==> src/tfp_pkg.sv <==
package tfp_pkg;
	// ---------------------------------------------------------------
	// Register offsets
	// ---------------------------------------------------------------
	localparam logic [7:0] ADDR_MASK     = 8'h39;
	localparam logic [7:0] ADDR_FLAGS    = 8'h38;
	localparam logic [7:0] ADDR_GTC      = 8'h23;
	localparam logic [7:0] ADDR_CMPA_LO  = 8'h2A;
	localparam logic [7:0] ADDR_CMPA_HI  = 8'h2B;
	localparam logic [7:0] ADDR_CMPB_LO  = 8'h28;
	localparam logic [7:0] ADDR_CMPB_HI  = 8'h29;
	localparam logic [7:0] ADDR_CAPT_LO  = 8'h26;
	localparam logic [7:0] ADDR_CAPT_HI  = 8'h27;
	// ---------------------------------------------------------------
	// Field positions (mask and flag registers share them)
	// ---------------------------------------------------------------
	localparam int BIT_OVF  = 7;
	localparam int BIT_CMPA = 6;
	localparam int BIT_CMPB = 5;
	localparam int BIT_CAPT = 3;
	localparam int BIT_PRESCALER_RESET = 0;
	localparam logic [7:0] T1_FLAG_BITS = 8'hE8;
	localparam logic [7:0] MASK_RESET   = 8'h00;
	localparam logic [15:0] WIDE_RESET  = 16'h0000;
	localparam logic [7:0] BYTE_ZERO    = 8'h00;
	// ---------------------------------------------------------------
	// Clock select codes
	// ---------------------------------------------------------------
	localparam logic [2:0] CS_STOP  = 3'h0;
	localparam logic [2:0] CS_DIV1  = 3'h1;
	localparam logic [2:0] CS_DIV8  = 3'h2;
	localparam logic [2:0] CS_DIV64 = 3'h3;
	localparam logic [2:0] CS_DIV256  = 3'h4;
	localparam logic [2:0] CS_DIV1024 = 3'h5;
	localparam logic [2:0] CS_EXT_FALL = 3'h6;
	localparam logic [2:0] CS_EXT_RISE = 3'h7;
	// ---------------------------------------------------------------
	// Prescaler taps: counter low bits all ones
	// ---------------------------------------------------------------
	localparam int PRESCALER_WIDTH = 10;
	localparam int TAP8_BITS    = 3;
	localparam int TAP64_BITS   = 6;
	localparam int TAP256_BITS  = 8;
	localparam logic [PRESCALER_WIDTH-1:0] PRESCALER_ZERO = 10'h000;
	localparam logic [PRESCALER_WIDTH-1:0] PRESCALER_ONE  = 10'h001;
	// ---------------------------------------------------------------
	// Waveform modes of interest
	// ---------------------------------------------------------------
	localparam logic [3:0] WM_NORMAL     = 4'h0;
	localparam logic [3:0] WM_MATCH_A    = 4'h4;
	localparam logic [3:0] WM_MATCH_CAPT = 4'hC;
	localparam logic [3:0] WM_PFC_CAPT   = 4'h8;
	localparam logic [3:0] WM_PC_CAPT    = 4'hA;
	localparam logic [3:0] WM_FAST_CAPT  = 4'hE;
	localparam logic [3:0] WM_FAST_8BIT  = 4'h5;
	localparam logic [3:0] WM_FAST_9BIT  = 4'h6;
	localparam logic [3:0] WM_FAST_10BIT = 4'h7;
	localparam logic [3:0] WM_FAST_CMPA  = 4'hF;
endpackage : tfp_pkg

==> src/tfp_timer1_flags.sv <==
// Strobed register access was left to the implementer.
`timescale 1ns/1ps
// Summary of operation
// - Each 16-bit compare value is compared with the counter all the time.
// - 16-bit accesses go through one shared high-byte latch.
// - A capture event copies the counter into the capture value.
// - Interrupt request needs mask bit, global enable and flag all set.
// - Overflow flag sets at overflow or at the mode's defined point.
// - Flags clear on vector taken or on writing one; zero does nothing.
// - Match flags set in the timer cycle after counter equals compare.
// - Forced-compare strobes never set the match flags.
// - Capture flag sets on capture, or at top when capture is top.
// - One shared prescaler; each timer picks its own tap.
// - Select one counts every clock; selects two to five use taps 8,64,256,1024.
// - Prescaler runs freely whatever the clock selection.
// - Prescaler reset restarts the period for both timers.
// - Count pin goes through a half-cycle latch then registers.
// - Select seven counts rising edges, select six falling edges.
// - Counter updates 2.5 to 3.5 clocks after a count pin edge.
// - External edges count directly, without prescaling.
// - Prescaler reset bit self-clears; other control bits read zero.
// - Capture pin is ignored while capture value serves as top.
module tfp_timer1_flags
	import tfp_pkg::*;
(
	input  wire logic        clk,
	input  wire logic        arst_n,
	input  wire logic [7:0]  reg_addr,
	input  wire logic [7:0]  reg_wdata,
	input  wire logic        reg_wr,
	input  wire logic        reg_rd,
	output logic      [7:0]  reg_rdata,
	input  wire logic [15:0] counter_value,
	input  wire logic        counter_written,
	input  wire logic        counter_overflow,
	input  wire logic        counter_at_top,
	input  wire logic        counter_at_bottom,
	input  wire logic [3:0]  waveform_mode_select,
	input  wire logic [2:0]  clock_select_t1,
	input  wire logic [2:0]  clock_select_t0,
	input  wire logic        capture_pin,
	input  wire logic        comparator_out,
	input  wire logic        capture_from_comparator,
	input  wire logic        capture_rising,
	input  wire logic        external_count_pin_t1,
	input  wire logic        external_count_pin_t0,
	input  wire logic        global_irq_enable,
	input  wire logic        vector_taken_ovf,
	input  wire logic        vector_taken_match_a,
	input  wire logic        vector_taken_match_b,
	input  wire logic        vector_taken_capture,
	input  wire logic        force_match_a_strobe,
	input  wire logic        force_match_b_strobe,
	output logic             count_pulse_t1,
	output logic             count_pulse_t0,
	output logic             match_a_event,
	output logic             match_b_event,
	output logic             irq_overflow,
	output logic             irq_match_a,
	output logic             irq_match_b,
	output logic             irq_capture,
	output logic [15:0]      compare_a_out,
	output logic [15:0]      compare_b_out,
	output logic [15:0]      capture_out
);

	// ---------------------------------------------------------------
	// State
	// ---------------------------------------------------------------
	logic [7:0]                 timer_interrupt_mask;
	logic [7:0]                 timer_interrupt_flags;
	logic [7:0]                 high_byte_latch;
	logic [15:0]                compare_a_value;
	logic [15:0]                compare_b_value;
	logic [15:0]                capture_value;
	logic [PRESCALER_WIDTH-1:0] prescaler_count;
	logic                       prescaler_reset_bit;
	logic                       ext_latch_t1;
	logic                       ext_latch_t0;
	logic                       ext_sync_t1;
	logic                       ext_sync_t0;
	logic                       ext_prev_t1;
	logic                       ext_prev_t0;
	logic                       capt_meta;
	logic                       capt_sync;
	logic                       capt_prev;
	logic                       cmp_meta;
	logic                       cmp_sync;
	logic                       hit_a;
	logic                       hit_b;
	logic                       write_block;

	// ---------------------------------------------------------------
	// Register decode
	// ---------------------------------------------------------------
	wire wr_mask   = reg_wr && (reg_addr == ADDR_MASK);
	wire wr_flags  = reg_wr && (reg_addr == ADDR_FLAGS);
	wire wr_gtc    = reg_wr && (reg_addr == ADDR_GTC);
	wire wr_cmpa   = reg_wr && (reg_addr == ADDR_CMPA_LO);
	wire wr_cmpb   = reg_wr && (reg_addr == ADDR_CMPB_LO);
	wire wr_capt   = reg_wr && (reg_addr == ADDR_CAPT_LO);
	wire wr_high   = reg_wr && ((reg_addr == ADDR_CMPA_HI) || (reg_addr == ADDR_CMPB_HI)
		|| (reg_addr == ADDR_CAPT_HI));
	wire rd_low    = reg_rd && ((reg_addr == ADDR_CMPA_LO) || (reg_addr == ADDR_CMPB_LO)
		|| (reg_addr == ADDR_CAPT_LO));
	wire [15:0] wide_write = {high_byte_latch, reg_wdata};

	logic [15:0] wide_read;
	always_comb begin
		unique case (reg_addr)
			ADDR_CMPA_LO: wide_read = compare_a_value;
			ADDR_CMPB_LO: wide_read = compare_b_value;
			ADDR_CAPT_LO: wide_read = capture_value;
			default:      wide_read = WIDE_RESET;
		endcase
	end

	logic [7:0] next_rdata;
	always_comb begin
		unique case (reg_addr)
			ADDR_MASK:    next_rdata = timer_interrupt_mask;
			ADDR_FLAGS:   next_rdata = timer_interrupt_flags;
			ADDR_GTC:     next_rdata = {7'h00, prescaler_reset_bit};
			ADDR_CMPA_LO,
			ADDR_CMPB_LO,
			ADDR_CAPT_LO: next_rdata = wide_read[7:0];
			ADDR_CMPA_HI,
			ADDR_CMPB_HI,
			ADDR_CAPT_HI: next_rdata = high_byte_latch;
			default:      next_rdata = BYTE_ZERO;
		endcase
	end

	// ---------------------------------------------------------------
	// Shared prescaler and clock selection
	// ---------------------------------------------------------------
	wire tap8    = &prescaler_count[TAP8_BITS-1:0];
	wire tap64   = &prescaler_count[TAP64_BITS-1:0];
	wire tap256  = &prescaler_count[TAP256_BITS-1:0];
	wire tap1024 = &prescaler_count;

	wire ext_rise_t1 = ext_sync_t1 && !ext_prev_t1;
	wire ext_fall_t1 = !ext_sync_t1 && ext_prev_t1;
	wire ext_rise_t0 = ext_sync_t0 && !ext_prev_t0;
	wire ext_fall_t0 = !ext_sync_t0 && ext_prev_t0;

	// Each timer picks its own tap from the one prescaler
	function automatic logic pick_tick(input logic [2:0] sel, input logic rise, input logic fall,
		input logic t8, input logic t64, input logic t256, input logic t1024);
		logic tick;
		tick = 1'b0;
		unique case (sel)
			CS_STOP:     tick = 1'b0;
			CS_DIV1:     tick = 1'b1;
			CS_DIV8:     tick = t8;
			CS_DIV64:    tick = t64;
			CS_DIV256:   tick = t256;
			CS_DIV1024:  tick = t1024;
			CS_EXT_FALL: tick = fall;
			CS_EXT_RISE: tick = rise;
		endcase
		return tick;
	endfunction : pick_tick

	wire next_pulse_t1 = pick_tick(clock_select_t1, ext_rise_t1, ext_fall_t1,
		tap8, tap64, tap256, tap1024);
	wire next_pulse_t0 = pick_tick(clock_select_t0, ext_rise_t0, ext_fall_t0,
		tap8, tap64, tap256, tap1024);

	// Prescaler keeps running regardless of either selection
	wire [PRESCALER_WIDTH-1:0] next_prescaler = prescaler_reset_bit ? PRESCALER_ZERO
		: prescaler_count + PRESCALER_ONE;

	// ---------------------------------------------------------------
	// Compare, capture and flag sources
	// ---------------------------------------------------------------
	wire capt_is_top = (waveform_mode_select == WM_MATCH_CAPT) || (waveform_mode_select == WM_PFC_CAPT)
		|| (waveform_mode_select == WM_PC_CAPT) || (waveform_mode_select == WM_FAST_CAPT);
	wire capt_src    = capture_from_comparator ? cmp_sync : capt_sync;
	wire capt_edge   = capture_rising ? (capt_src && !capt_prev) : (!capt_src && capt_prev);
	wire capt_event  = capt_edge && !capt_is_top;

	wire mode_at_max = (waveform_mode_select == WM_NORMAL) || (waveform_mode_select == WM_MATCH_A)
		|| (waveform_mode_select == WM_MATCH_CAPT);
	wire mode_at_top = (waveform_mode_select == WM_FAST_8BIT) || (waveform_mode_select == WM_FAST_9BIT)
		|| (waveform_mode_select == WM_FAST_10BIT) || (waveform_mode_select == WM_FAST_CAPT)
		|| (waveform_mode_select == WM_FAST_CMPA);
	wire set_ovf  = mode_at_max ? counter_overflow
		: (mode_at_top ? counter_at_top : counter_at_bottom);

	// Match seen in one timer period raises the flag on the next timer tick
	wire set_cmpa = next_pulse_t1 && hit_a && !write_block;
	wire set_cmpb = next_pulse_t1 && hit_b && !write_block;
	wire set_capt = capt_is_top ? counter_at_top : capt_event;

	logic [7:0] flag_set;
	logic [7:0] flag_clr;
	always_comb begin
		flag_set = BYTE_ZERO;
		flag_clr = wr_flags ? (reg_wdata & T1_FLAG_BITS) : BYTE_ZERO;
		flag_set[BIT_OVF]  = set_ovf;
		flag_set[BIT_CMPA] = set_cmpa;
		flag_set[BIT_CMPB] = set_cmpb;
		flag_set[BIT_CAPT] = set_capt;
		flag_clr[BIT_OVF]  = flag_clr[BIT_OVF] || vector_taken_ovf;
		flag_clr[BIT_CMPA] = flag_clr[BIT_CMPA] || vector_taken_match_a;
		flag_clr[BIT_CMPB] = flag_clr[BIT_CMPB] || vector_taken_match_b;
		flag_clr[BIT_CAPT] = flag_clr[BIT_CAPT] || vector_taken_capture;
	end
	wire [7:0] next_flags = (timer_interrupt_flags & ~flag_clr) | flag_set;

	// ---------------------------------------------------------------
	// Registers
	// ---------------------------------------------------------------
	always_ff @(posedge clk or negedge arst_n) begin
		if (!arst_n) begin
			timer_interrupt_mask  <= MASK_RESET;
			timer_interrupt_flags <= MASK_RESET;
			prescaler_reset_bit   <= 1'b0;
			reg_rdata             <= BYTE_ZERO;
		end else begin
			if (wr_mask) begin
				timer_interrupt_mask <= reg_wdata;
			end
			timer_interrupt_flags <= next_flags;
			prescaler_reset_bit   <= wr_gtc && reg_wdata[BIT_PRESCALER_RESET];
			reg_rdata             <= reg_rd ? next_rdata : BYTE_ZERO;
		end
	end

	always_ff @(posedge clk or negedge arst_n) begin
		if (!arst_n) begin
			high_byte_latch <= BYTE_ZERO;
			compare_a_value <= WIDE_RESET;
			compare_b_value <= WIDE_RESET;
		end else begin
			if (wr_high) begin
				high_byte_latch <= reg_wdata;
			end else if (rd_low) begin
				high_byte_latch <= wide_read[15:8];
			end
			if (wr_cmpa) begin
				compare_a_value <= wide_write;
			end
			if (wr_cmpb) begin
				compare_b_value <= wide_write;
			end
		end
	end

	always_ff @(posedge clk or negedge arst_n) begin
		if (!arst_n) begin
			capture_value <= WIDE_RESET;
		end else if (capt_event) begin
			capture_value <= counter_value;
		end else if (wr_capt) begin
			capture_value <= wide_write;
		end
	end

	// Compare hits are registered each clock; the counter-write block is held until the next timer tick
	always_ff @(posedge clk or negedge arst_n) begin
		if (!arst_n) begin
			hit_a       <= 1'b0;
			hit_b       <= 1'b0;
			write_block <= 1'b0;
		end else begin
			hit_a       <= (counter_value == compare_a_value);
			hit_b       <= (counter_value == compare_b_value);
			write_block <= counter_written || (write_block && !next_pulse_t1);
		end
	end

	always_ff @(posedge clk or negedge arst_n) begin
		if (!arst_n) begin
			prescaler_count <= PRESCALER_ZERO;
			count_pulse_t1  <= 1'b0;
			count_pulse_t0  <= 1'b0;
		end else begin
			prescaler_count <= next_prescaler;
			count_pulse_t1  <= next_pulse_t1;
			count_pulse_t0  <= next_pulse_t0;
		end
	end

	// ---------------------------------------------------------------
	// Pin synchronisers
	// ---------------------------------------------------------------
	// Falling-edge capture stands in for a latch open in the high phase
	always_ff @(negedge clk or negedge arst_n) begin
		if (!arst_n) begin
			ext_latch_t1 <= 1'b0;
			ext_latch_t0 <= 1'b0;
		end else begin
			ext_latch_t1 <= external_count_pin_t1;
			ext_latch_t0 <= external_count_pin_t0;
		end
	end

	always_ff @(posedge clk or negedge arst_n) begin
		if (!arst_n) begin
			ext_sync_t1 <= 1'b0;
			ext_sync_t0 <= 1'b0;
			ext_prev_t1 <= 1'b0;
			ext_prev_t0 <= 1'b0;
		end else begin
			ext_sync_t1 <= ext_latch_t1;
			ext_sync_t0 <= ext_latch_t0;
			ext_prev_t1 <= ext_sync_t1;
			ext_prev_t0 <= ext_sync_t0;
		end
	end

	always_ff @(posedge clk or negedge arst_n) begin
		if (!arst_n) begin
			capt_meta <= 1'b0;
			capt_sync <= 1'b0;
			capt_prev <= 1'b0;
			cmp_meta  <= 1'b0;
			cmp_sync  <= 1'b0;
		end else begin
			capt_meta <= capture_pin;
			capt_sync <= capt_meta;
			cmp_meta  <= comparator_out;
			cmp_sync  <= cmp_meta;
			capt_prev <= capt_src;
		end
	end

	// ---------------------------------------------------------------
	// Outputs
	// ---------------------------------------------------------------
	always_ff @(posedge clk or negedge arst_n) begin
		if (!arst_n) begin
			match_a_event <= 1'b0;
			match_b_event <= 1'b0;
			irq_overflow  <= 1'b0;
			irq_match_a   <= 1'b0;
			irq_match_b   <= 1'b0;
			irq_capture   <= 1'b0;
			compare_a_out <= WIDE_RESET;
			compare_b_out <= WIDE_RESET;
			capture_out   <= WIDE_RESET;
		end else begin
			match_a_event <= set_cmpa || force_match_a_strobe;
			match_b_event <= set_cmpb || force_match_b_strobe;
			irq_overflow  <= global_irq_enable && timer_interrupt_mask[BIT_OVF]
				&& timer_interrupt_flags[BIT_OVF];
			irq_match_a   <= global_irq_enable && timer_interrupt_mask[BIT_CMPA]
				&& timer_interrupt_flags[BIT_CMPA];
			irq_match_b   <= global_irq_enable && timer_interrupt_mask[BIT_CMPB]
				&& timer_interrupt_flags[BIT_CMPB];
			irq_capture   <= global_irq_enable && timer_interrupt_mask[BIT_CAPT]
				&& timer_interrupt_flags[BIT_CAPT];
			compare_a_out <= compare_a_value;
			compare_b_out <= compare_b_value;
			capture_out   <= capture_value;
		end
	end

endmodule : tfp_timer1_flags

==> config.mk <==
export PLATFORM = sky130hd
export DESIGN_NAME = tfp_timer1_flags
export DESIGN_NICKNAME = d
export VERILOG_FILES = /design/src/tfp_pkg.sv /design/src/tfp_timer1_flags.sv
export SDC_FILE = /design/constraint.sdc
export NUM_CORES = 1
export LEC_CHECK = 0
export BUFFER_PORTS_ARGS = -buffer_cell sky130_fd_sc_hd__buf_4
export CORE_AREA = 3 3 87 151
export CTS_CLUSTER_DIAMETER = 200
export CTS_CLUSTER_SIZE = 28
export DETAILED_ROUTE_END_ITERATION = 16
export DIE_AREA = 0 0 90 154
export GPL_ROUTABILITY_DRIVEN = 0
export HOLD_SLACK_MARGIN = 0.1
export PLACE_DENSITY = 0.78
export SYNTH_ARGS = -nofsm -noshare
export SYNTH_HDL_FRONTEND = slang
export SYNTH_SLANG_ARGS = --single-unit
==> constraint.sdc <==
create_clock -name clk -period 2.22 [get_ports clk]
set_input_delay 0.333 -clock clk [delete_from_list [all_inputs] [get_ports clk]]
set_output_delay 0.333 -clock clk [all_outputs]
set_load 0.02 [all_outputs]
## After elaboration in Yosys (flattened, before gate mapping)

Cells that the tools add are included.

| operators by class | value |
|---|---|
| add/subtract/negate cells | 1 |
| multiply operators | 0 |
| div/mod/pow operators | 0 |
| $lt $le $gt $ge | 0 |
| equality and inequality tests | 34 |
| shift-type cells | 0 |
| muxes and demuxes | 16 |
| bitwise gates (word level) | 3 |
| reduce and logical (&&, ||, !) cells | 69 |

Operators with widths:

| cell | count |
|---|---|
| $eq A8 B6 Y1 const B | 9 |
| $pmux W16 S3 | 1 |
| $pmux W8 S5 | 1 |
| $eq A16 B16 Y1 | 2 |
| $mux W16 | 2 |
| $mux W8 | 4 |
| $logic_and A1 B1 Y1 | 29 |
| $eq A3 B3 Y1 const B | 8 |
| $eq A4 B4 Y1 const B | 5 |
| $logic_or A1 B1 Y1 | 20 |
| $eq A4 B3 Y1 const B | 4 |
| $pmux W1 S8 | 2 |
| $eq A3 B2 Y1 const B | 4 |
| $add A10 B1 Y10 const B | 1 |
| $mux W10 | 1 |
| $reduce_and A10 Y1 | 1 |
| $logic_not A1 Y1 | 9 |
| $and A8 B8 Y8 | 1 |
| $not A8 Y8 | 1 |
| $or A8 B8 Y8 | 1 |
| $reduce_and A8 Y1 | 1 |
| $eq A3 B1 Y1 const B | 2 |
| $logic_not A3 Y1 | 2 |
| $reduce_and A6 Y1 | 1 |
| 5 further kinds | 11 |

| word-level totals | value |
|---|---|
| flip-flop bits (word level) | 161 |
| latch bits | 0 |
| memory bits (writable) | 0 |
| bits in read-only memories | 0 |
| bits of input ports | 63 |
| output and inout port bits | 64 |
| logic and storage cells | 157 |
| memories kept | 0 |

## Depth between registers and ports, before layout

| depth | value |
|---|---|
| depth in word-level cells | 8 |
| gate-level depth with buffers | 7 |
| gate-level depth less buffers | 7 |

==> impl_metrics.ini <==
[timing]
fin_hold_ws_ps = 119.4
max_clock_freq_mhz = 516.4
timing.final.hold_violations = 0
worst_pin_slew_ps = 1002
final.period_utilization_pct = 87.23
tns_setup_ps = 0
report.final.slew_viol_count = 0
unrepaired_setup_endpoints_after_global_routing = no
final_setup_vio_count = 0
relSlewSlack_pct = 32.12
fin_skew_ps = 22.66
final_period_minus_worst_setup_slack_ps = 1937

[route]
vias_per_cell = 5.713
route.final.wire_length_um = 17080
wl_per_cell_um = 20.50
ant_nets = 0
detailroute.via_count = 4759
drt_first_iter_violations = 462
detail_route.drc_violations = 0
detailedRoute.firstPassIterationCount = 6

[setup_path]
arrival_ps = 2250
timing.critical_path.cells = ha_1 -> ha_1 -> nand2b_1 -> o21ai_0 -> o2111ai_1 -> o311ai_1 -> a21o_1
critical_path_start_type = register
maximum_fanout_along_the_worst_path = 6
cp_top_family = compound AO/OA/AOI/OAI gates
critPathCaptureType = register
timing.setup.critical_path_class = reg -> reg
critical_path_depth = 7
worstPathRequired_ps = 2530
crit_path_max_incr_delay_ps = 390
cpMostUsedCell = ha_1
r2r_cells = 7
timing.critical_path.buf_inv = 0
timing.critical_path.slowest_stage_cell = dfrtp_1

[cells_and_area]
design.final.nets = 720
drive_above_1_share_pct = 38.92
most_common_cell_after_layout_fill_and_taps_aside = dfrtp_1
area_occupied_by_multi_input_gates_um2 = 2560
final_cell_count_no_fill = 833
fin_util_pct = 70.74
final_cell_area_um2 = 8538
sequential_cell_area_um2 = 3929
layout.filler_cells = 844
layout.cells.most_common_list = dfrtp_1, buf_4, mux2_2
area.growth.synth_to_final_pct = 29.22
antennaDiodeCount = 0

[placed_design]
port_buffers = 126
dpl.cell_count = 795
hpwl_um = 12180
total_placed_instance_area_um2 = 7858

[logic_synthesis]
number_of_enable_type_register_cells_in_the_synthesized_netlist = 0
postSynthRegisterBits = 157
net_count_of_the_mapped_netlist = 564
synth-async-reset-ratio_pct = 100.0
yosys_warnings = 0
postSynthAreaPerCell_um2 = 13.24
cell_area_synth_um2 = 6608
seq_area_frac_synth_pct = 59.46
synth_flop_cell = dfrtp_1
synth_instances = 499
ys_types = 58

[pwr]
powerDensity_nw_per_um2 = 895.8
power.static_leakage_nw = 4.141
power.ir.vdd_worst_uv = 594.5

[die]
io_pins = 127
floorplan.initialDensity_pct = 54.75
die_width_um = 90
die-height_um = 154
rows = 53
core_area_um2 = 12070
design.die.area_um2 = 13860

[grt]
grtUsageTotal_pct = 25.66
number_of_antenna_violations_at_the_first_check_in_global_routing = 0
total_congestion_overflow = 0
grt_start_max_net_pins = 153
global_route_wire_length_before_repair_um = 27340
first_global_vias = 5191

[clocking]
number_of_clock_sinks = 157
hold_buffers = 6
tritoncts = done
root_cell_of_the_clock_tree = clkbuf_16
clock_path_buffers = 2
clock_insertion_delay_worst_skew_ps = 420
worst_setup_hold_path_clk_slew_ps = 70
cts.repair_timing.setup_buffer_count = 0
tritoncts_buffers = 17
cts.htree.levels = 4
post_cts.resized_instances = 0

[worst_hold_path]
worst_hold_path.num_cells = 2
hold_class = in -> reg

[status]
run_status = complete, no violations

[job]
cap_violations = 0
[area by class of cell]
| class | count | area share (%) |
|---|---|---|
| Sequential cell | 157 | 46.01 |
| Multi-Input combinational cell | 316 | 29.98 |
| Timing Repair Buffer | 151 | 13.79 |
| Clock buffer | 18 | 5.144 |
| Tap cell | 165 | 2.418 |
| Clock inverter | 14 | 2.125 |
| Inverter | 12 | 0.5275 |
[synth_stat cells (3+ instances only)]
| library cell | number | area, um^2 |
|---|---|---|
| clkbuf_1 | 4 | 15.01 |
| o21ai_0 | 9 | 45.04 |
| and2_1 | 3 | 18.77 |
| a221o_1 | 7 | 70.07 |
| a22oi_1 | 21 | 157.7 |
| xor2_1 | 3 | 26.28 |
| inv_1 | 11 | 41.29 |
| nand2b_1 | 7 | 43.79 |
| nor4_1 | 3 | 18.77 |
| nor3_1 | 3 | 15.01 |
| nor2_1 | 27 | 101.4 |
| mux2_4 | 20 | 300.3 |
| o22ai_1 | 7 | 43.79 |
| a22o_1 | 9 | 78.83 |
| nand3b_1 | 3 | 22.52 |
| nand3_1 | 7 | 35.03 |
| a21o_1 | 4 | 30.03 |
| a21oi_1 | 16 | 80.08 |
| nand2_1 | 20 | 75.07 |
| xnor2_1 | 36 | 315.3 |
| mux2i_1 | 4 | 40.04 |
| dfrtp_1 | 155 | 3879 |
| nand4_1 | 9 | 56.30 |
| nor2b_1 | 6 | 37.54 |
| mux2_2 | 51 | 574.3 |
| buf_2 | 5 | 25.02 |
| and3_1 | 7 | 43.79 |
[worst register-to-register path: cells and delay by family (launching register included)]
family,cells,cell delay [ps]
fa+ha+maj,2,490
simple gates,1,70
compound gates,4,880
flops,1,390
[sequential cells by signal, summed over array words and instances, names as in the netlist, 4 cells and up]
register and flops:
capture_out 16, capture_value 16, compare_a_out 16, compare_a_value 16
compare_b_out 16, compare_b_value 16, prescaler_count 10, high_byte_latch 8
reg_rdata 8, timer_interrupt_mask 8, timer_interrupt_flags 4
[final timing paths]
kind                                         startpoint                            endpoint  slack (ps)
max reg2reg                prescaler_count[0]$_DFF_PN0_  timer_interrupt_flags[5]$_DFF_PN0_         280
max                        prescaler_count[0]$_DFF_PN0_  timer_interrupt_flags[5]$_DFF_PN0_         280
max in group asynchronous                        arst_n              ext_latch_t1$_DFF_NN0_         770
min                                     counter_written               write_block$_DFF_PN0_         120
min reg2reg                          cmp_meta$_DFF_PN0_                  cmp_sync$_DFF_PN0_         350
min in group asynchronous                        arst_n         compare_a_out[14]$_DFF_PN0_         280
[metrics by stage]
stage	total power, mW	setup slack, ps
global placement	4.583	142.6
detailed placement	4.640	65.45
floorplan	4.081	386.3
CTS	7.691	313.6
global route	7.942	179.0
finish	7.648	283.4
[power by group]
| part | internal, mW | switching, mW |
|---|---|---|
| Combinational | 0.614 | 0.590 |
| Sequential | 3.18 | 0.246 |
| Clock | 1.83 | 1.20 |
[cell families after synthesis]
| family | synth area share [%] |
|---|---|
| AO/OA/AOI/OAI | 9.979 |
| XOR/XNOR | 5.170 |
| adder cells (fa/ha/maj) | 0.3787 |
| AND/OR/NAND/NOR | 9.317 |
| buffers and inverters | 1.856 |
| flip-flops | 59.46 |
| multiplexers | 13.84 |
[routing by layer]
metal / part of all wire [%] / track usage (%) / vias to the layer above
met5: 0 / 0 / -
met4: 4.5 / 14.83 / 0
met3: 5.7 / 4.993 / 61
met2: 54 / 45.29 / 230
met1: 36 / 28.66 / 2354
li1: - / - / 2114
Note: power is estimated with default switching activity, not from simulation.
